===== src/rtl/qsffc_pkg.sv =====
/*
 * Shared constants, types and helpers of the quad serial Flash frame
 * controller. Assumes a 32-bit AXI4-Lite register bus with byte offsets.
 */
package qsffc_pkg;

  ////////////////////////////////////////////////////////////////////////
  // Register offsets
  localparam logic [7:0] OFF_CTRL = 8'h00;
  localparam logic [7:0] OFF_STAT = 8'h08;
  localparam logic [7:0] OFF_IER = 8'h14;
  localparam logic [7:0] OFF_IDR = 8'h18;
  localparam logic [7:0] OFF_IMR = 8'h1c;
  localparam logic [7:0] OFF_INSTR = 8'h20;
  localparam logic [7:0] OFF_ADDR = 8'h24;
  localparam logic [7:0] OFF_TXD = 8'h28;
  localparam logic [7:0] OFF_RXD = 8'h2c;
  localparam logic [7:0] OFF_IFR = 8'h34;
  localparam logic [7:0] OFF_SKEY = 8'h38;

  ////////////////////////////////////////////////////////////////////////
  // Field positions
  localparam int IRQ_INSTRUCTION_END_IRQ_EN = 10;
  localparam int IRQ_CSS = 9;
  localparam int IRQ_CSR = 8;
  localparam int IRQ_RECEIVE_OVERRUN_IRQ_EN = 3;
  localparam int IRQ_TRANSMIT_REGS_DRAINED_IRQ_EN = 2;
  localparam int IRQ_TRANSMIT_HOLDING_FREE_IRQ_EN = 1;
  localparam int IRQ_RECEIVE_HOLDING_FULL_IRQ_EN = 0;
  localparam logic [31:0] IRQ_IMPL = 32'h0000_070f;
  localparam int IFR_ADDRESS_LENGTH_SEL = 10;
  localparam int IFR_OPTION_CODE_LENGTH = 8;
  localparam int IFR_DATA_PHASE_EN = 7;
  localparam int IFR_OPTION_PHASE_EN = 6;
  localparam int IFR_ADDRESS_PHASE_EN = 5;
  localparam int IFR_INSTRUCTION_PHASE_EN = 4;
  localparam int IFR_WIDTH = 0;
  localparam int IFR_TFR = 12;
  localparam int CTRL_START = 0;
  localparam int CTRL_SCREN = 1;
  localparam int CTRL_BUSY = 31;

  ////////////////////////////////////////////////////////////////////////
  // Reset values, counts and codes
  localparam logic [31:0] REG_RST = 32'h0000_0000;
  localparam logic [5:0] INST_BITS = 6'h08;
  localparam logic [5:0] ADDR_SHORT = 6'h18;
  localparam logic [5:0] ADDR_LONG = 6'h20;
  localparam logic [5:0] DATA_BITS = 6'h08;
  localparam logic [1:0] TFR_PLAIN_WRITE = 2'h2;
  localparam logic [1:0] TFR_MEM_WRITE = 2'h3;
  localparam logic [1:0] RESP_OKAY = 2'h0;
  localparam logic [1:0] RESP_SLVERR = 2'h2;

  typedef enum logic [2:0] {
    ST_IDLE, ST_INST, ST_ADDR, ST_OPT, ST_DATA, ST_DONE
  } qsffc_state_t;

  ////////////////////////////////////////////////////////////////////////
  // Lanes for a phase (0 instruction, 1 address/option, 2 data)
  function automatic logic [2:0] lane_cnt(input logic [2:0] w,
                                          input logic [1:0] ph);
    case (w)
      3'h1: lane_cnt = (ph == 2'h2) ? 3'h2 : 3'h1;
      3'h2: lane_cnt = (ph == 2'h2) ? 3'h4 : 3'h1;
      3'h3: lane_cnt = (ph != 2'h0) ? 3'h2 : 3'h1;
      3'h4: lane_cnt = (ph != 2'h0) ? 3'h4 : 3'h1;
      3'h5: lane_cnt = 3'h2;
      3'h6: lane_cnt = 3'h4;
      default: lane_cnt = 3'h1;
    endcase
  endfunction

  function automatic logic [5:0] opt_bits(input logic [1:0] l);
    case (l)
      2'h0: opt_bits = 6'h01;
      2'h1: opt_bits = 6'h02;
      2'h2: opt_bits = 6'h04;
      default: opt_bits = 6'h08;
    endcase
  endfunction

  function automatic logic [3:0] lane_oe(input logic [2:0] ln);
    lane_oe = (ln == 3'h4) ? 4'hf : (ln == 3'h2) ? 4'h3 : 4'h1;
  endfunction

  function automatic logic [31:0] strb_mask(input logic [3:0] s);
    strb_mask = {{8{s[3]}}, {8{s[2]}}, {8{s[1]}}, {8{s[0]}}};
  endfunction

endpackage


===== src/rtl/qsffc_sync.sv =====
/*
 * Three-stage input synchroniser with agreement filter.
 * Assumes d is asynchronous to aclk.
 */
`timescale 1ns/1ns
module qsffc_sync #(
  parameter int W = 1
) (
  input wire logic aclk,
  input wire logic aresetn,
  input wire logic [W-1:0] d,
  output logic [W-1:0] q
);
  logic [W-1:0] ff1_r, ff2_r, ff3_r, q_r;
  logic [W-1:0] q_nxt;

  // Only bits on which stage two and three agree are taken
  always_comb begin
    q_nxt = (ff2_r & ~(ff2_r ^ ff3_r)) | (q_r & (ff2_r ^ ff3_r));
  end

  always_ff @(posedge aclk) begin
    if (!aresetn) begin
      ff1_r <= '0;
      ff2_r <= '0;
      ff3_r <= '0;
      q_r <= '0;
    end else begin
      ff1_r <= d;
      ff2_r <= ff1_r;
      ff3_r <= ff2_r;
      q_r <= q_nxt;
    end
  end

  assign q = q_r;
endmodule // qsffc_sync


===== src/rtl/qsffc_irq.sv =====
/*
 * Sticky interrupt status, enable mask and level interrupt output.
 * Assumes one-cycle event and write pulses from the same clock.
 */
`timescale 1ns/1ns
module qsffc_irq (
  input wire logic aclk,
  input wire logic aresetn,
  input wire logic [31:0] ev_set,
  input wire logic [31:0] stat_clr,
  input wire logic [31:0] en_set,
  input wire logic [31:0] en_clr,
  output logic [31:0] status,
  output logic [31:0] mask,
  output logic irq
);
  logic [31:0] status_r, status_nxt, mask_r, mask_nxt;
  logic irq_r, irq_nxt;

  // Set wins over a clear in the same cycle
  always_comb begin
    status_nxt = ((status_r & ~stat_clr) | ev_set) & qsffc_pkg::IRQ_IMPL;
    mask_nxt = ((mask_r & ~en_clr) | en_set) & qsffc_pkg::IRQ_IMPL;
    irq_nxt = |(status_r & mask_r);
  end

  always_ff @(posedge aclk) begin
    if (!aresetn) begin
      status_r <= qsffc_pkg::REG_RST;
      mask_r <= qsffc_pkg::REG_RST;
      irq_r <= 1'b0;
    end else begin
      status_r <= status_nxt;
      mask_r <= mask_nxt;
      irq_r <= irq_nxt;
    end
  end

  assign status = status_r;
  assign mask = mask_r;
  assign irq = irq_r;
endmodule // qsffc_irq


===== src/rtl/qsffc_top.sv =====
/*
 * Quad serial Flash frame controller: AXI4-Lite registers, frame engine
 * and interrupts. Assumes link_clk is asynchronous and much slower than
 * aclk; all bus signals are synchronous to aclk.
 */
`timescale 1ns/1ns
module qsffc_top (
  input wire logic aclk,
  input wire logic aresetn,
  input wire logic [7:0] awaddr,
  input wire logic awvalid,
  output logic awready,
  input wire logic [31:0] wdata,
  input wire logic [3:0] wstrb,
  input wire logic wvalid,
  output logic wready,
  output logic [1:0] bresp,
  output logic bvalid,
  input wire logic bready,
  input wire logic [7:0] araddr,
  input wire logic arvalid,
  output logic arready,
  output logic [31:0] rdata,
  output logic [1:0] rresp,
  output logic rvalid,
  input wire logic rready,
  input wire logic link_clk,
  output logic flash_cs_n,
  input wire logic [3:0] flash_io_i,
  output logic [3:0] flash_io_o,
  output logic [3:0] flash_io_oe,
  output logic irq
);
  qsffc_pkg::qsffc_state_t state_r, state_nxt;
  logic aw_ok_r, aw_ok_nxt, w_ok_r, w_ok_nxt;
  logic [7:0] awaddr_r, awaddr_nxt;
  logic [31:0] wdata_r, wdata_nxt, wd;
  logic [3:0] wstrb_r, wstrb_nxt;
  logic awready_r, awready_nxt, wready_r, wready_nxt;
  logic bvalid_r, bvalid_nxt, arready_r, arready_nxt, rvalid_r, rvalid_nxt;
  logic [1:0] bresp_r, bresp_nxt, rresp_r, rresp_nxt;
  logic [31:0] rdata_r, rdata_nxt;
  logic [31:0] ifr_r, ifr_nxt, instr_r, instr_nxt, addr_r, addr_nxt;
  logic [7:0] txd_r, txd_nxt, skey_r, skey_nxt;
  logic scr_en_r, scr_en_nxt, start_r, start_nxt, wr_go;
  logic [31:0] stat_clr, en_set, en_clr, ev, status, mask;
  logic [31:0] cfg_r, cfg_nxt, cfg_use, sh_r, sh_nxt;
  logic [5:0] cnt_r, cnt_nxt;
  logic cs_n_r, cs_n_nxt, lk_q, lk_d_r, rise, fall, adv, is_wr;
  logic [3:0] io_o_r, io_o_nxt, io_oe_r, io_oe_nxt, io_q;
  logic [7:0] rx_sh_r, rx_sh_nxt, rxd_r, rxd_nxt, tx_byte;
  logic [2:0] ln;
  logic [1:0] ph;

  function automatic logic [31:0] wmerge(input logic [31:0] old,
                                         input logic [31:0] d,
                                         input logic [3:0] s);
    wmerge = (old & ~qsffc_pkg::strb_mask(s)) |
             (d & qsffc_pkg::strb_mask(s));
  endfunction

  // Next enabled phase after cur, in fixed frame order
  function automatic qsffc_pkg::qsffc_state_t next_ph(
      input qsffc_pkg::qsffc_state_t cur, input logic [31:0] c);
    logic before_addr, before_opt, before_data;
    before_addr = (cur == qsffc_pkg::ST_IDLE) || (cur == qsffc_pkg::ST_INST);
    before_opt = before_addr || (cur == qsffc_pkg::ST_ADDR);
    before_data = before_opt || (cur == qsffc_pkg::ST_OPT);
    if (cur == qsffc_pkg::ST_IDLE && c[qsffc_pkg::IFR_INSTRUCTION_PHASE_EN])
      next_ph = qsffc_pkg::ST_INST;
    else if (before_addr && c[qsffc_pkg::IFR_ADDRESS_PHASE_EN])
      next_ph = qsffc_pkg::ST_ADDR;
    else if (before_opt && c[qsffc_pkg::IFR_OPTION_PHASE_EN])
      next_ph = qsffc_pkg::ST_OPT;
    else if (before_data && c[qsffc_pkg::IFR_DATA_PHASE_EN])
      next_ph = qsffc_pkg::ST_DATA;
    else
      next_ph = qsffc_pkg::ST_DONE;
  endfunction

  qsffc_sync #(.W(1)) u_lk_sync (
    .aclk(aclk), .aresetn(aresetn), .d(link_clk), .q(lk_q)
  );
  qsffc_sync #(.W(4)) u_io_sync (
    .aclk(aclk), .aresetn(aresetn), .d(flash_io_i), .q(io_q)
  );
  qsffc_irq u_irq (
    .aclk(aclk), .aresetn(aresetn), .ev_set(ev), .stat_clr(stat_clr),
    .en_set(en_set), .en_clr(en_clr), .status(status), .mask(mask),
    .irq(irq)
  );

  //////////////////////////////////////////////////////////////////////////
  // AXI4-Lite slave and register file
  assign wr_go = aw_ok_r && w_ok_r && !bvalid_r;
  assign wd = wdata_r & qsffc_pkg::strb_mask(wstrb_r);

  always_comb begin
    aw_ok_nxt = aw_ok_r;
    w_ok_nxt = w_ok_r;
    awaddr_nxt = awaddr_r;
    wdata_nxt = wdata_r;
    wstrb_nxt = wstrb_r;
    bvalid_nxt = bvalid_r;
    bresp_nxt = bresp_r;
    rvalid_nxt = rvalid_r;
    rresp_nxt = rresp_r;
    rdata_nxt = rdata_r;
    ifr_nxt = ifr_r;
    instr_nxt = instr_r;
    addr_nxt = addr_r;
    txd_nxt = txd_r;
    skey_nxt = skey_r;
    scr_en_nxt = scr_en_r;
    start_nxt = 1'b0;
    stat_clr = '0;
    en_set = '0;
    en_clr = '0;
    if (awvalid && awready_r) begin
      aw_ok_nxt = 1'b1;
      awaddr_nxt = awaddr;
    end
    if (wvalid && wready_r) begin
      w_ok_nxt = 1'b1;
      wdata_nxt = wdata;
      wstrb_nxt = wstrb;
    end
    if (bvalid_r && bready)
      bvalid_nxt = 1'b0;
    if (wr_go) begin
      aw_ok_nxt = 1'b0;
      w_ok_nxt = 1'b0;
      bvalid_nxt = 1'b1;
      bresp_nxt = qsffc_pkg::RESP_OKAY;
      case (awaddr_r)
        qsffc_pkg::OFF_CTRL: begin
          if (wstrb_r[0])
            scr_en_nxt = wdata_r[qsffc_pkg::CTRL_SCREN];
          // A start while a frame runs is dropped
          start_nxt = wd[qsffc_pkg::CTRL_START] &&
                      state_r == qsffc_pkg::ST_IDLE && !start_r;
        end
        qsffc_pkg::OFF_STAT: stat_clr = wd;
        qsffc_pkg::OFF_IER: en_set = wd;
        qsffc_pkg::OFF_IDR: en_clr = wd;
        qsffc_pkg::OFF_INSTR: instr_nxt = wmerge(instr_r, wdata_r, wstrb_r);
        qsffc_pkg::OFF_ADDR: addr_nxt = wmerge(addr_r, wdata_r, wstrb_r);
        qsffc_pkg::OFF_IFR: ifr_nxt = wmerge(ifr_r, wdata_r, wstrb_r);
        qsffc_pkg::OFF_TXD: if (wstrb_r[0]) txd_nxt = wdata_r[7:0];
        qsffc_pkg::OFF_SKEY: if (wstrb_r[0]) skey_nxt = wdata_r[7:0];
        default: bresp_nxt = qsffc_pkg::RESP_SLVERR;
      endcase
    end
    if (arvalid && arready_r) begin
      rvalid_nxt = 1'b1;
      rresp_nxt = qsffc_pkg::RESP_OKAY;
      rdata_nxt = '0;
      case (araddr)
        qsffc_pkg::OFF_CTRL: begin
          rdata_nxt[qsffc_pkg::CTRL_SCREN] = scr_en_r;
          rdata_nxt[qsffc_pkg::CTRL_BUSY] =
            (state_r != qsffc_pkg::ST_IDLE) || start_r;
        end
        qsffc_pkg::OFF_STAT: rdata_nxt = status;
        qsffc_pkg::OFF_IMR: rdata_nxt = mask;
        qsffc_pkg::OFF_INSTR: rdata_nxt = instr_r;
        qsffc_pkg::OFF_ADDR: rdata_nxt = addr_r;
        qsffc_pkg::OFF_IFR: rdata_nxt = ifr_r;
        qsffc_pkg::OFF_TXD: rdata_nxt[7:0] = txd_r;
        qsffc_pkg::OFF_RXD: rdata_nxt[7:0] = rxd_r;
        qsffc_pkg::OFF_SKEY: rdata_nxt[7:0] = skey_r;
        qsffc_pkg::OFF_IER, qsffc_pkg::OFF_IDR: rdata_nxt = '0;
        default: rresp_nxt = qsffc_pkg::RESP_SLVERR;
      endcase
    end else if (rvalid_r && rready) begin
      rvalid_nxt = 1'b0;
    end
    awready_nxt = !aw_ok_nxt && !bvalid_nxt;
    wready_nxt = !w_ok_nxt && !bvalid_nxt;
    arready_nxt = !rvalid_nxt;
  end

  always_ff @(posedge aclk) begin
    if (!aresetn) begin
      aw_ok_r <= 1'b0;
      w_ok_r <= 1'b0;
      awaddr_r <= '0;
      wdata_r <= '0;
      wstrb_r <= '0;
      awready_r <= 1'b0;
      wready_r <= 1'b0;
      bvalid_r <= 1'b0;
      bresp_r <= qsffc_pkg::RESP_OKAY;
      arready_r <= 1'b0;
      rvalid_r <= 1'b0;
      rresp_r <= qsffc_pkg::RESP_OKAY;
      rdata_r <= '0;
      ifr_r <= qsffc_pkg::REG_RST;
      instr_r <= qsffc_pkg::REG_RST;
      addr_r <= qsffc_pkg::REG_RST;
      txd_r <= '0;
      skey_r <= '0;
      scr_en_r <= 1'b0;
      start_r <= 1'b0;
    end else begin
      aw_ok_r <= aw_ok_nxt;
      w_ok_r <= w_ok_nxt;
      awaddr_r <= awaddr_nxt;
      wdata_r <= wdata_nxt;
      wstrb_r <= wstrb_nxt;
      awready_r <= awready_nxt;
      wready_r <= wready_nxt;
      bvalid_r <= bvalid_nxt;
      bresp_r <= bresp_nxt;
      arready_r <= arready_nxt;
      rvalid_r <= rvalid_nxt;
      rresp_r <= rresp_nxt;
      rdata_r <= rdata_nxt;
      ifr_r <= ifr_nxt;
      instr_r <= instr_nxt;
      addr_r <= addr_nxt;
      txd_r <= txd_nxt;
      skey_r <= skey_nxt;
      scr_en_r <= scr_en_nxt;
      start_r <= start_nxt;
    end
  end

  //////////////////////////////////////////////////////////////////////////
  // Frame engine
  assign rise = lk_q && !lk_d_r;
  assign fall = !lk_q && lk_d_r;
  assign cfg_use = (state_r == qsffc_pkg::ST_IDLE) ? ifr_r : cfg_r;
  assign is_wr = cfg_use[qsffc_pkg::IFR_TFR+1];
  assign ph = (state_r == qsffc_pkg::ST_INST) ? 2'h0 :
              (state_r == qsffc_pkg::ST_DATA) ? 2'h2 : 2'h1;
  assign ln = qsffc_pkg::lane_cnt(cfg_r[qsffc_pkg::IFR_WIDTH +: 3], ph);
  // Type 3 scrambles when enabled, type 2 never does
  assign tx_byte = txd_r ^ ((cfg_use[qsffc_pkg::IFR_TFR +: 2] ==
                   qsffc_pkg::TFR_MEM_WRITE && scr_en_r) ? skey_r : 8'h00);

  always_comb begin
    state_nxt = state_r;
    cfg_nxt = cfg_r;
    sh_nxt = sh_r;
    cnt_nxt = cnt_r;
    cs_n_nxt = cs_n_r;
    io_o_nxt = io_o_r;
    io_oe_nxt = io_oe_r;
    rx_sh_nxt = rx_sh_r;
    rxd_nxt = rxd_r;
    ev = '0;
    adv = 1'b0;
    case (state_r)
      qsffc_pkg::ST_IDLE: begin
        if (start_r) begin
          cfg_nxt = ifr_r;
          cs_n_nxt = 1'b0;
          ev[qsffc_pkg::IRQ_CSS] = 1'b1;
          adv = 1'b1;
        end
      end
      qsffc_pkg::ST_INST, qsffc_pkg::ST_ADDR, qsffc_pkg::ST_OPT,
      qsffc_pkg::ST_DATA: begin
        if (cnt_r == 6'h00) begin
          adv = 1'b1;
          if (state_r == qsffc_pkg::ST_DATA && !is_wr) begin
            rxd_nxt = rx_sh_r;
            ev[qsffc_pkg::IRQ_RECEIVE_HOLDING_FULL_IRQ_EN] = 1'b1;
            ev[qsffc_pkg::IRQ_RECEIVE_OVERRUN_IRQ_EN] = status[qsffc_pkg::IRQ_RECEIVE_HOLDING_FULL_IRQ_EN];
          end
        end else if (state_r == qsffc_pkg::ST_DATA && !is_wr) begin
          if (rise) begin
            rx_sh_nxt = (ln == 3'h4) ? {rx_sh_r[3:0], io_q} :
                        (ln == 3'h2) ? {rx_sh_r[5:0], io_q[1:0]} :
                        {rx_sh_r[6:0], io_q[1]};
            cnt_nxt = (cnt_r < {3'h0, ln}) ? 6'h00 : cnt_r - {3'h0, ln};
          end
        end else if (fall) begin
          io_o_nxt = (ln == 3'h4) ? sh_r[31:28] :
                     (ln == 3'h2) ? {2'h0, sh_r[31:30]} : {3'h0, sh_r[31]};
          io_oe_nxt = qsffc_pkg::lane_oe(ln);
          sh_nxt = sh_r << ln;
          cnt_nxt = (cnt_r < {3'h0, ln}) ? 6'h00 : cnt_r - {3'h0, ln};
        end
      end
      qsffc_pkg::ST_DONE: begin
        // Last bit held until the partner's sampling edge
        if (rise) begin
          cs_n_nxt = 1'b1;
          io_oe_nxt = 4'h0;
          ev[qsffc_pkg::IRQ_INSTRUCTION_END_IRQ_EN] = 1'b1;
          ev[qsffc_pkg::IRQ_CSR] = 1'b1;
          ev[qsffc_pkg::IRQ_CSS] = 1'b1;
          ev[qsffc_pkg::IRQ_TRANSMIT_REGS_DRAINED_IRQ_EN] = 1'b1;
          state_nxt = qsffc_pkg::ST_IDLE;
        end
      end
      default: state_nxt = qsffc_pkg::ST_IDLE;
    endcase
    if (adv) begin
      state_nxt = next_ph(state_r, cfg_use);
      case (state_nxt)
        qsffc_pkg::ST_INST: begin
          sh_nxt = {instr_r[7:0], 24'h000000};
          cnt_nxt = qsffc_pkg::INST_BITS;
        end
        qsffc_pkg::ST_ADDR: begin
          sh_nxt = cfg_use[qsffc_pkg::IFR_ADDRESS_LENGTH_SEL] ? addr_r :
                   {addr_r[23:0], 8'h00};
          cnt_nxt = cfg_use[qsffc_pkg::IFR_ADDRESS_LENGTH_SEL] ? qsffc_pkg::ADDR_LONG :
                    qsffc_pkg::ADDR_SHORT;
        end
        qsffc_pkg::ST_OPT: begin
          sh_nxt = {instr_r[23:16], 24'h000000};
          cnt_nxt = qsffc_pkg::opt_bits(cfg_use[qsffc_pkg::IFR_OPTION_CODE_LENGTH +: 2]);
        end
        qsffc_pkg::ST_DATA: begin
          sh_nxt = {tx_byte, 24'h000000};
          cnt_nxt = qsffc_pkg::DATA_BITS;
          ev[qsffc_pkg::IRQ_TRANSMIT_HOLDING_FREE_IRQ_EN] = is_wr;
          if (!is_wr)
            io_oe_nxt = 4'h0;
        end
        default: cnt_nxt = 6'h00;
      endcase
    end
  end

  always_ff @(posedge aclk) begin
    if (!aresetn) begin
      state_r <= qsffc_pkg::ST_IDLE;
      cfg_r <= qsffc_pkg::REG_RST;
      sh_r <= '0;
      cnt_r <= '0;
      cs_n_r <= 1'b1;
      io_o_r <= 4'h0;
      io_oe_r <= 4'h0;
      rx_sh_r <= '0;
      rxd_r <= '0;
      lk_d_r <= 1'b0;
    end else begin
      state_r <= state_nxt;
      cfg_r <= cfg_nxt;
      sh_r <= sh_nxt;
      cnt_r <= cnt_nxt;
      cs_n_r <= cs_n_nxt;
      io_o_r <= io_o_nxt;
      io_oe_r <= io_oe_nxt;
      rx_sh_r <= rx_sh_nxt;
      rxd_r <= rxd_nxt;
      lk_d_r <= lk_q;
    end
  end

  assign awready = awready_r;
  assign wready = wready_r;
  assign bvalid = bvalid_r;
  assign bresp = bresp_r;
  assign arready = arready_r;
  assign rvalid = rvalid_r;
  assign rresp = rresp_r;
  assign rdata = rdata_r;
  assign flash_cs_n = cs_n_r;
  assign flash_io_o = io_o_r;
  assign flash_io_oe = io_oe_r;
endmodule // qsffc_top


===== config.mk =====
export PLATFORM = sky130hd
export DESIGN_NAME = qsffc_top
export DESIGN_NICKNAME = d
export VERILOG_FILES = /design/src/rtl/qsffc_pkg.sv /design/src/rtl/qsffc_sync.sv /design/src/rtl/qsffc_irq.sv /design/src/rtl/qsffc_top.sv
export SDC_FILE = /design/constraint.sdc
export NUM_CORES = 1
export LEC_CHECK = 0
export BUFFER_PORTS_ARGS = -buffer_cell sky130_fd_sc_hd__buf_2
export CAP_MARGIN = 5
export CORE_ASPECT_RATIO = 1.1
export CORE_UTILIZATION = 30
export DETAILED_ROUTE_END_ITERATION = 6
export GPL_ROUTABILITY_DRIVEN = 0
export SETUP_SLACK_MARGIN = 0.5
export SLEW_MARGIN = 20
export SYNTH_ARGS = -nofsm -noshare
export SYNTH_HDL_FRONTEND = slang
export SYNTH_HIERARCHICAL = 1
export SYNTH_SLANG_ARGS = --single-unit

===== constraint.sdc =====
create_clock -name aclk -period 5 [get_ports aclk]
set_clock_uncertainty 0.05 [all_clocks]
set_input_delay 1 -clock aclk [delete_from_list [all_inputs] [get_ports aclk]]
set_output_delay 1 -clock aclk [all_outputs]
set_load 0.01 [all_outputs]

Word level (Yosys, flattened, before mapping)
Index checks and enable logic that the tools add are counted.

storage, ports and cells
  output and inout port bits = 51
  flip-flop bits (word level) = 317
  input bits = 64

operators by class
  shifts and indexed selects = 1
  reductions and logical operators = 62
  order comparisons = 1
  equal/unequal tests = 45
  add/subtract/negate cells = 1
  bitwise operators = 28
  mux-type cells = 89

operator list
  operator                                                         number
  32-bit 2-to-1 mux                                                6
  32-bit bitwise AND                                               4
  32-bit case mux with 4 select lines                              1
  23-bit case mux with 5 select lines                              1
  32-bit bitwise OR                                                3
  8-bit by 6-bit == test with 1-bit output, second input constant  11
  11-bit 2-to-1 mux                                                6
  6-bit 2-to-1 mux                                                 8
  6-bit case mux with 8 select lines                               1
  8-bit by 5-bit == test with 1-bit output, second input constant  5
  4-bit 2-to-1 mux                                                 9
  11-bit bitwise AND                                               3
  32-bit NOT                                                       1
  32-bit OR reduction                                              1
  32-bit by 3-bit << shifter with 32-bit output                    1
  3-bit 2-to-1 mux                                                 9
  1-bit 2-to-1 mux                                                 25
  8-bit 2-to-1 mux                                                 3
  11-bit NOT                                                       2
  11-bit bitwise OR                                                2
  3-bit by 2-bit == test with 1-bit output, second input constant  7
  3-bit == test, second input constant                             7
  1-bit logical AND                                                19
  3-bit case mux with 6 select lines                               1
  44 further kinds                                                 91

Depth between registers and ports, before layout
  word-level depth = 16
  depth in mapped cells = 15
  mapped depth without buffers = 12

By module
The synthesis kept the hierarchy.

by module, submodules not included
  module                  area an instance (µm²)  cells an instance  times used
  qsffc_top               14049.7                 1829               1
  qsffc_irq               917.1                   100                1
  qsffc_sync (u_io_sync)  518.0                   42                 1
  qsffc_sync (u_lk_sync)  116.4                   10                 1

Worst setup path after synthesis
Ideal clock, no wire load.

  kind = register -> register
  start point = register state_r[0]
  end point = register cnt_r[1]
  path slack = 1921 ps
  arrival time = 2944 ps
  cell stages (with the launch flop) = 14
  library setup time = 86 ps
  clock period less this slack = 3079 ps
  cell sequence = dfxtp_1 -> buf_6 -> or3b_1 -> a21oi_1 -> o211a_4 -> inv_4 -> buf_2 -> ha_1 -> fa_1 -> nand2b_1 -> nand3b_1 -> nand3_1 -> o221a_1 -> a211oi_1

on the way
  longest elaborated chain between the ends = 14
  elaborated cells between the ends (all ways) = 55
  those cells by class = add/sub (1); order compare (1); eq/ne (13); mux (23); reduce/logical (17)

ends and longest elaborated chain
  what                                                                                  RTL line          RTL
  start: declaration                                                                    qsffc_top.sv:34   qsffc_pkg::qsffc_state_t state_r, state_nxt;
  start signal: assignment                                                              qsffc_top.sv:332  state_r <= qsffc_pkg::ST_IDLE;
  start signal: assignment                                                              qsffc_top.sv:343  state_r <= state_nxt;
  branches (longest 14 deep; another with 6-bit by 3-bit subtractor with 6-bit output)  --
  end signal: assignment                                                                qsffc_top.sv:346  cnt_r <= cnt_nxt;
  end: declaration                                                                      qsffc_top.sv:48   logic [5:0] cnt_r, cnt_nxt;

Several ways; the timed one is not identified. The select of a mux whose other input is x is not followed.
A chain may end at the register's enable or synchronous reset.

Final worst setup path
  start point = register state_r[2]
  end point = register cnt_r[5]

The elaborated chain is that of the path after synthesis.

==> out/summary.txt <==
CP Class = flop to flop
CTS tree = built
Final HPWL DP = 35300 um
switching share of power = 29.5%
peak supply drop = 0.215 mV
HP Class = flop to flop
Root Buffer = clkbuf_16
status = finished, final reports clean
RSZ-0062 raised after global routing = no
DRT iter0 DRCs = 1535
drt wl/cell = 19.3 um
internal power = 4.32 mW
# DRC = 0
Die Ht = 237 um
initial core utilization = 30.6%
die width = 216 um
Final Cell Area = 17000 um2
Slew Limit Headroom = 19.4%
Core Region = 49300 um2
Clock Latency Late Sink = 550 ps
Slew Viols, Final = 0
Total Die Area = 51200 um2
pin count of the biggest net entering global routing = 155
final setup fails = 0
vias = 14200
WL final = 50100 um
Num Clock Sinks = 312
vias in the first global route = 13300
clk slew on worst S/H paths = 60 ps
DP Area = 15900 um2
grt ovf = 0
setup bufs post-CTS = 0
Ant. Diodes = 0
drt pass-1 iters = 6
CP startpoint kind = flop
Fillers = 5234
Reg area = 6250 um2
Num CTS Buffers = 35
port bufs = 112
crit end category = flop
crit-path max FO = 28
area grow syn2layout = 12.3%
fin nets = 1993
Rows = 85
Clock Path Buffers = 3
htree depth = 2
Sequential Power Share = 44.2%
Netlist Area Pre-Place = 15100 um2
initial antenna violation count = 0
global-route wire length before repair = 77600 um
Psw = 1.81 mW
clock network fraction of total power = 40.8%
Final Cycle Share = 75.9%
Post-Syn Area per Cell = 7.95 um2
multi-input logic area = 7990 um2
Req. time, crit path = 5410 ps
Comb power frac = 15.0%
pwr dens = 361 nW/um2
min Tclk post-route = 3790 ps
Pleak = 6.24 nW
max cap viols = 0
Worst-Margin Slew = 1200 ps
# resized after CTS = 0
share of cells above drive strength 1 = 12.3%
Synth Warn # = 6
Routed Antenna Nets = 0
TNS Setup = 0 ps
Max Clock Freq = 264 MHz
vias per cell = 5.48
CTS Hold Bufs = 0
crit path DAT = 4200 ps
I/O Pins = 115
Post-Syn Instances = 1898
GRT Util Overall = 19.1%
final hold vios = 0
## critical path, cell delays in order, from the launching register on
cell      delay (ps)
dfxtp_1          620
or3b_1           410
a21oi_1          220
o211a_4          380
inv_4            210
ha_1             270
fa_1             430
nand2b_1         200
nand3b_1         140
nand3_1          200
nor3_1           250
o21ai_0          130
a21oi_1          180
## placed cells by master, fill, tap and decap left out, drive strengths merged, types with 10 or more instances in the layout
cell	n
a222oi	30
nor3	28
a21oi	259
buf	136
clkbuf	56
a22oi	15
dfxtp	312
a22o	26
conb	52
inv	14
o21ai	80
nand2	439
a31oi	23
and2	56
nand3	37
nand4	11
a221oi	12
o21a	17
nor4	10
nor2	85
and3	13
mux2i	46
nor2b	26
## final timing paths
kind	end	slack [ps]	startpoint	depth (start not counted)
setup / recovery	cnt_r[5]$_SDFFE_PN0P_	1210	state_r[2]$_SDFFE_PN0P_	12
hold / removal	u_io_sync/ff2_r[0]$_SDFF_PN0_	390	u_io_sync/ff1_r[0]$_SDFF_PN0_	1
setup reg to reg	cnt_r[5]$_SDFFE_PN0P_	1210	state_r[2]$_SDFFE_PN0P_	12
hold reg to reg	u_io_sync/ff2_r[0]$_SDFF_PN0_	390	u_io_sync/ff1_r[0]$_SDFF_PN0_	1
## metal layers
| metal | routed length, um | up-vias | track usage, % |
|---|---|---|---|
| met5 | 0 | - | 0 |
| met4 | 1990 | 0 | 8.28 |
| met3 | 3490 | 108 | 2.93 |
| met2 | 23500 | 660 | 31.1 |
| met1 | 21100 | 6800 | 24.9 |
| li1 | - | 6674 | - |
## final cells by class
type,instances,share of cell area [%]
well taps,652,4.81
clock inverters,5,0.406
clock buffers,56,6.04
inverters,13,0.332
flip-flops and latches,312,36.8
repair buffers,136,4.46
multi-input cells,1427,47.1
## through the flow
stage | worst slack, ps | std cells | utilization (%) | power [mW] | hold slack (ps)
finish | 1210 | 2601 | 34.4 | 6.13 | 394
detailed placement | 1270 | 2540 | 32.1 | 3.65 | 389
global placement | 1450 | 2540 | 32.1 | 3.62 | 388
floorplan | 1920 | 1948 | - | 3.41 | 362
CTS | 1270 | 2601 | 34.4 | 6.15 | 402
global route | 994 | 2601 | 34.4 | 6.38 | 413
## power groups by stage
stage / clock network (mW) / registers [mW] / logic (mW)
detailed placement: 0 / 2.76 / 0.889
floorplan: 0 / 2.70 / 0.711
finish: 2.50 / 2.71 / 0.920
global route: 2.65 / 2.72 / 1.01
global placement: 0 / 2.75 / 0.870
CTS: 2.54 / 2.70 / 0.897
Note: power is estimated with default switching activity, not from simulation.
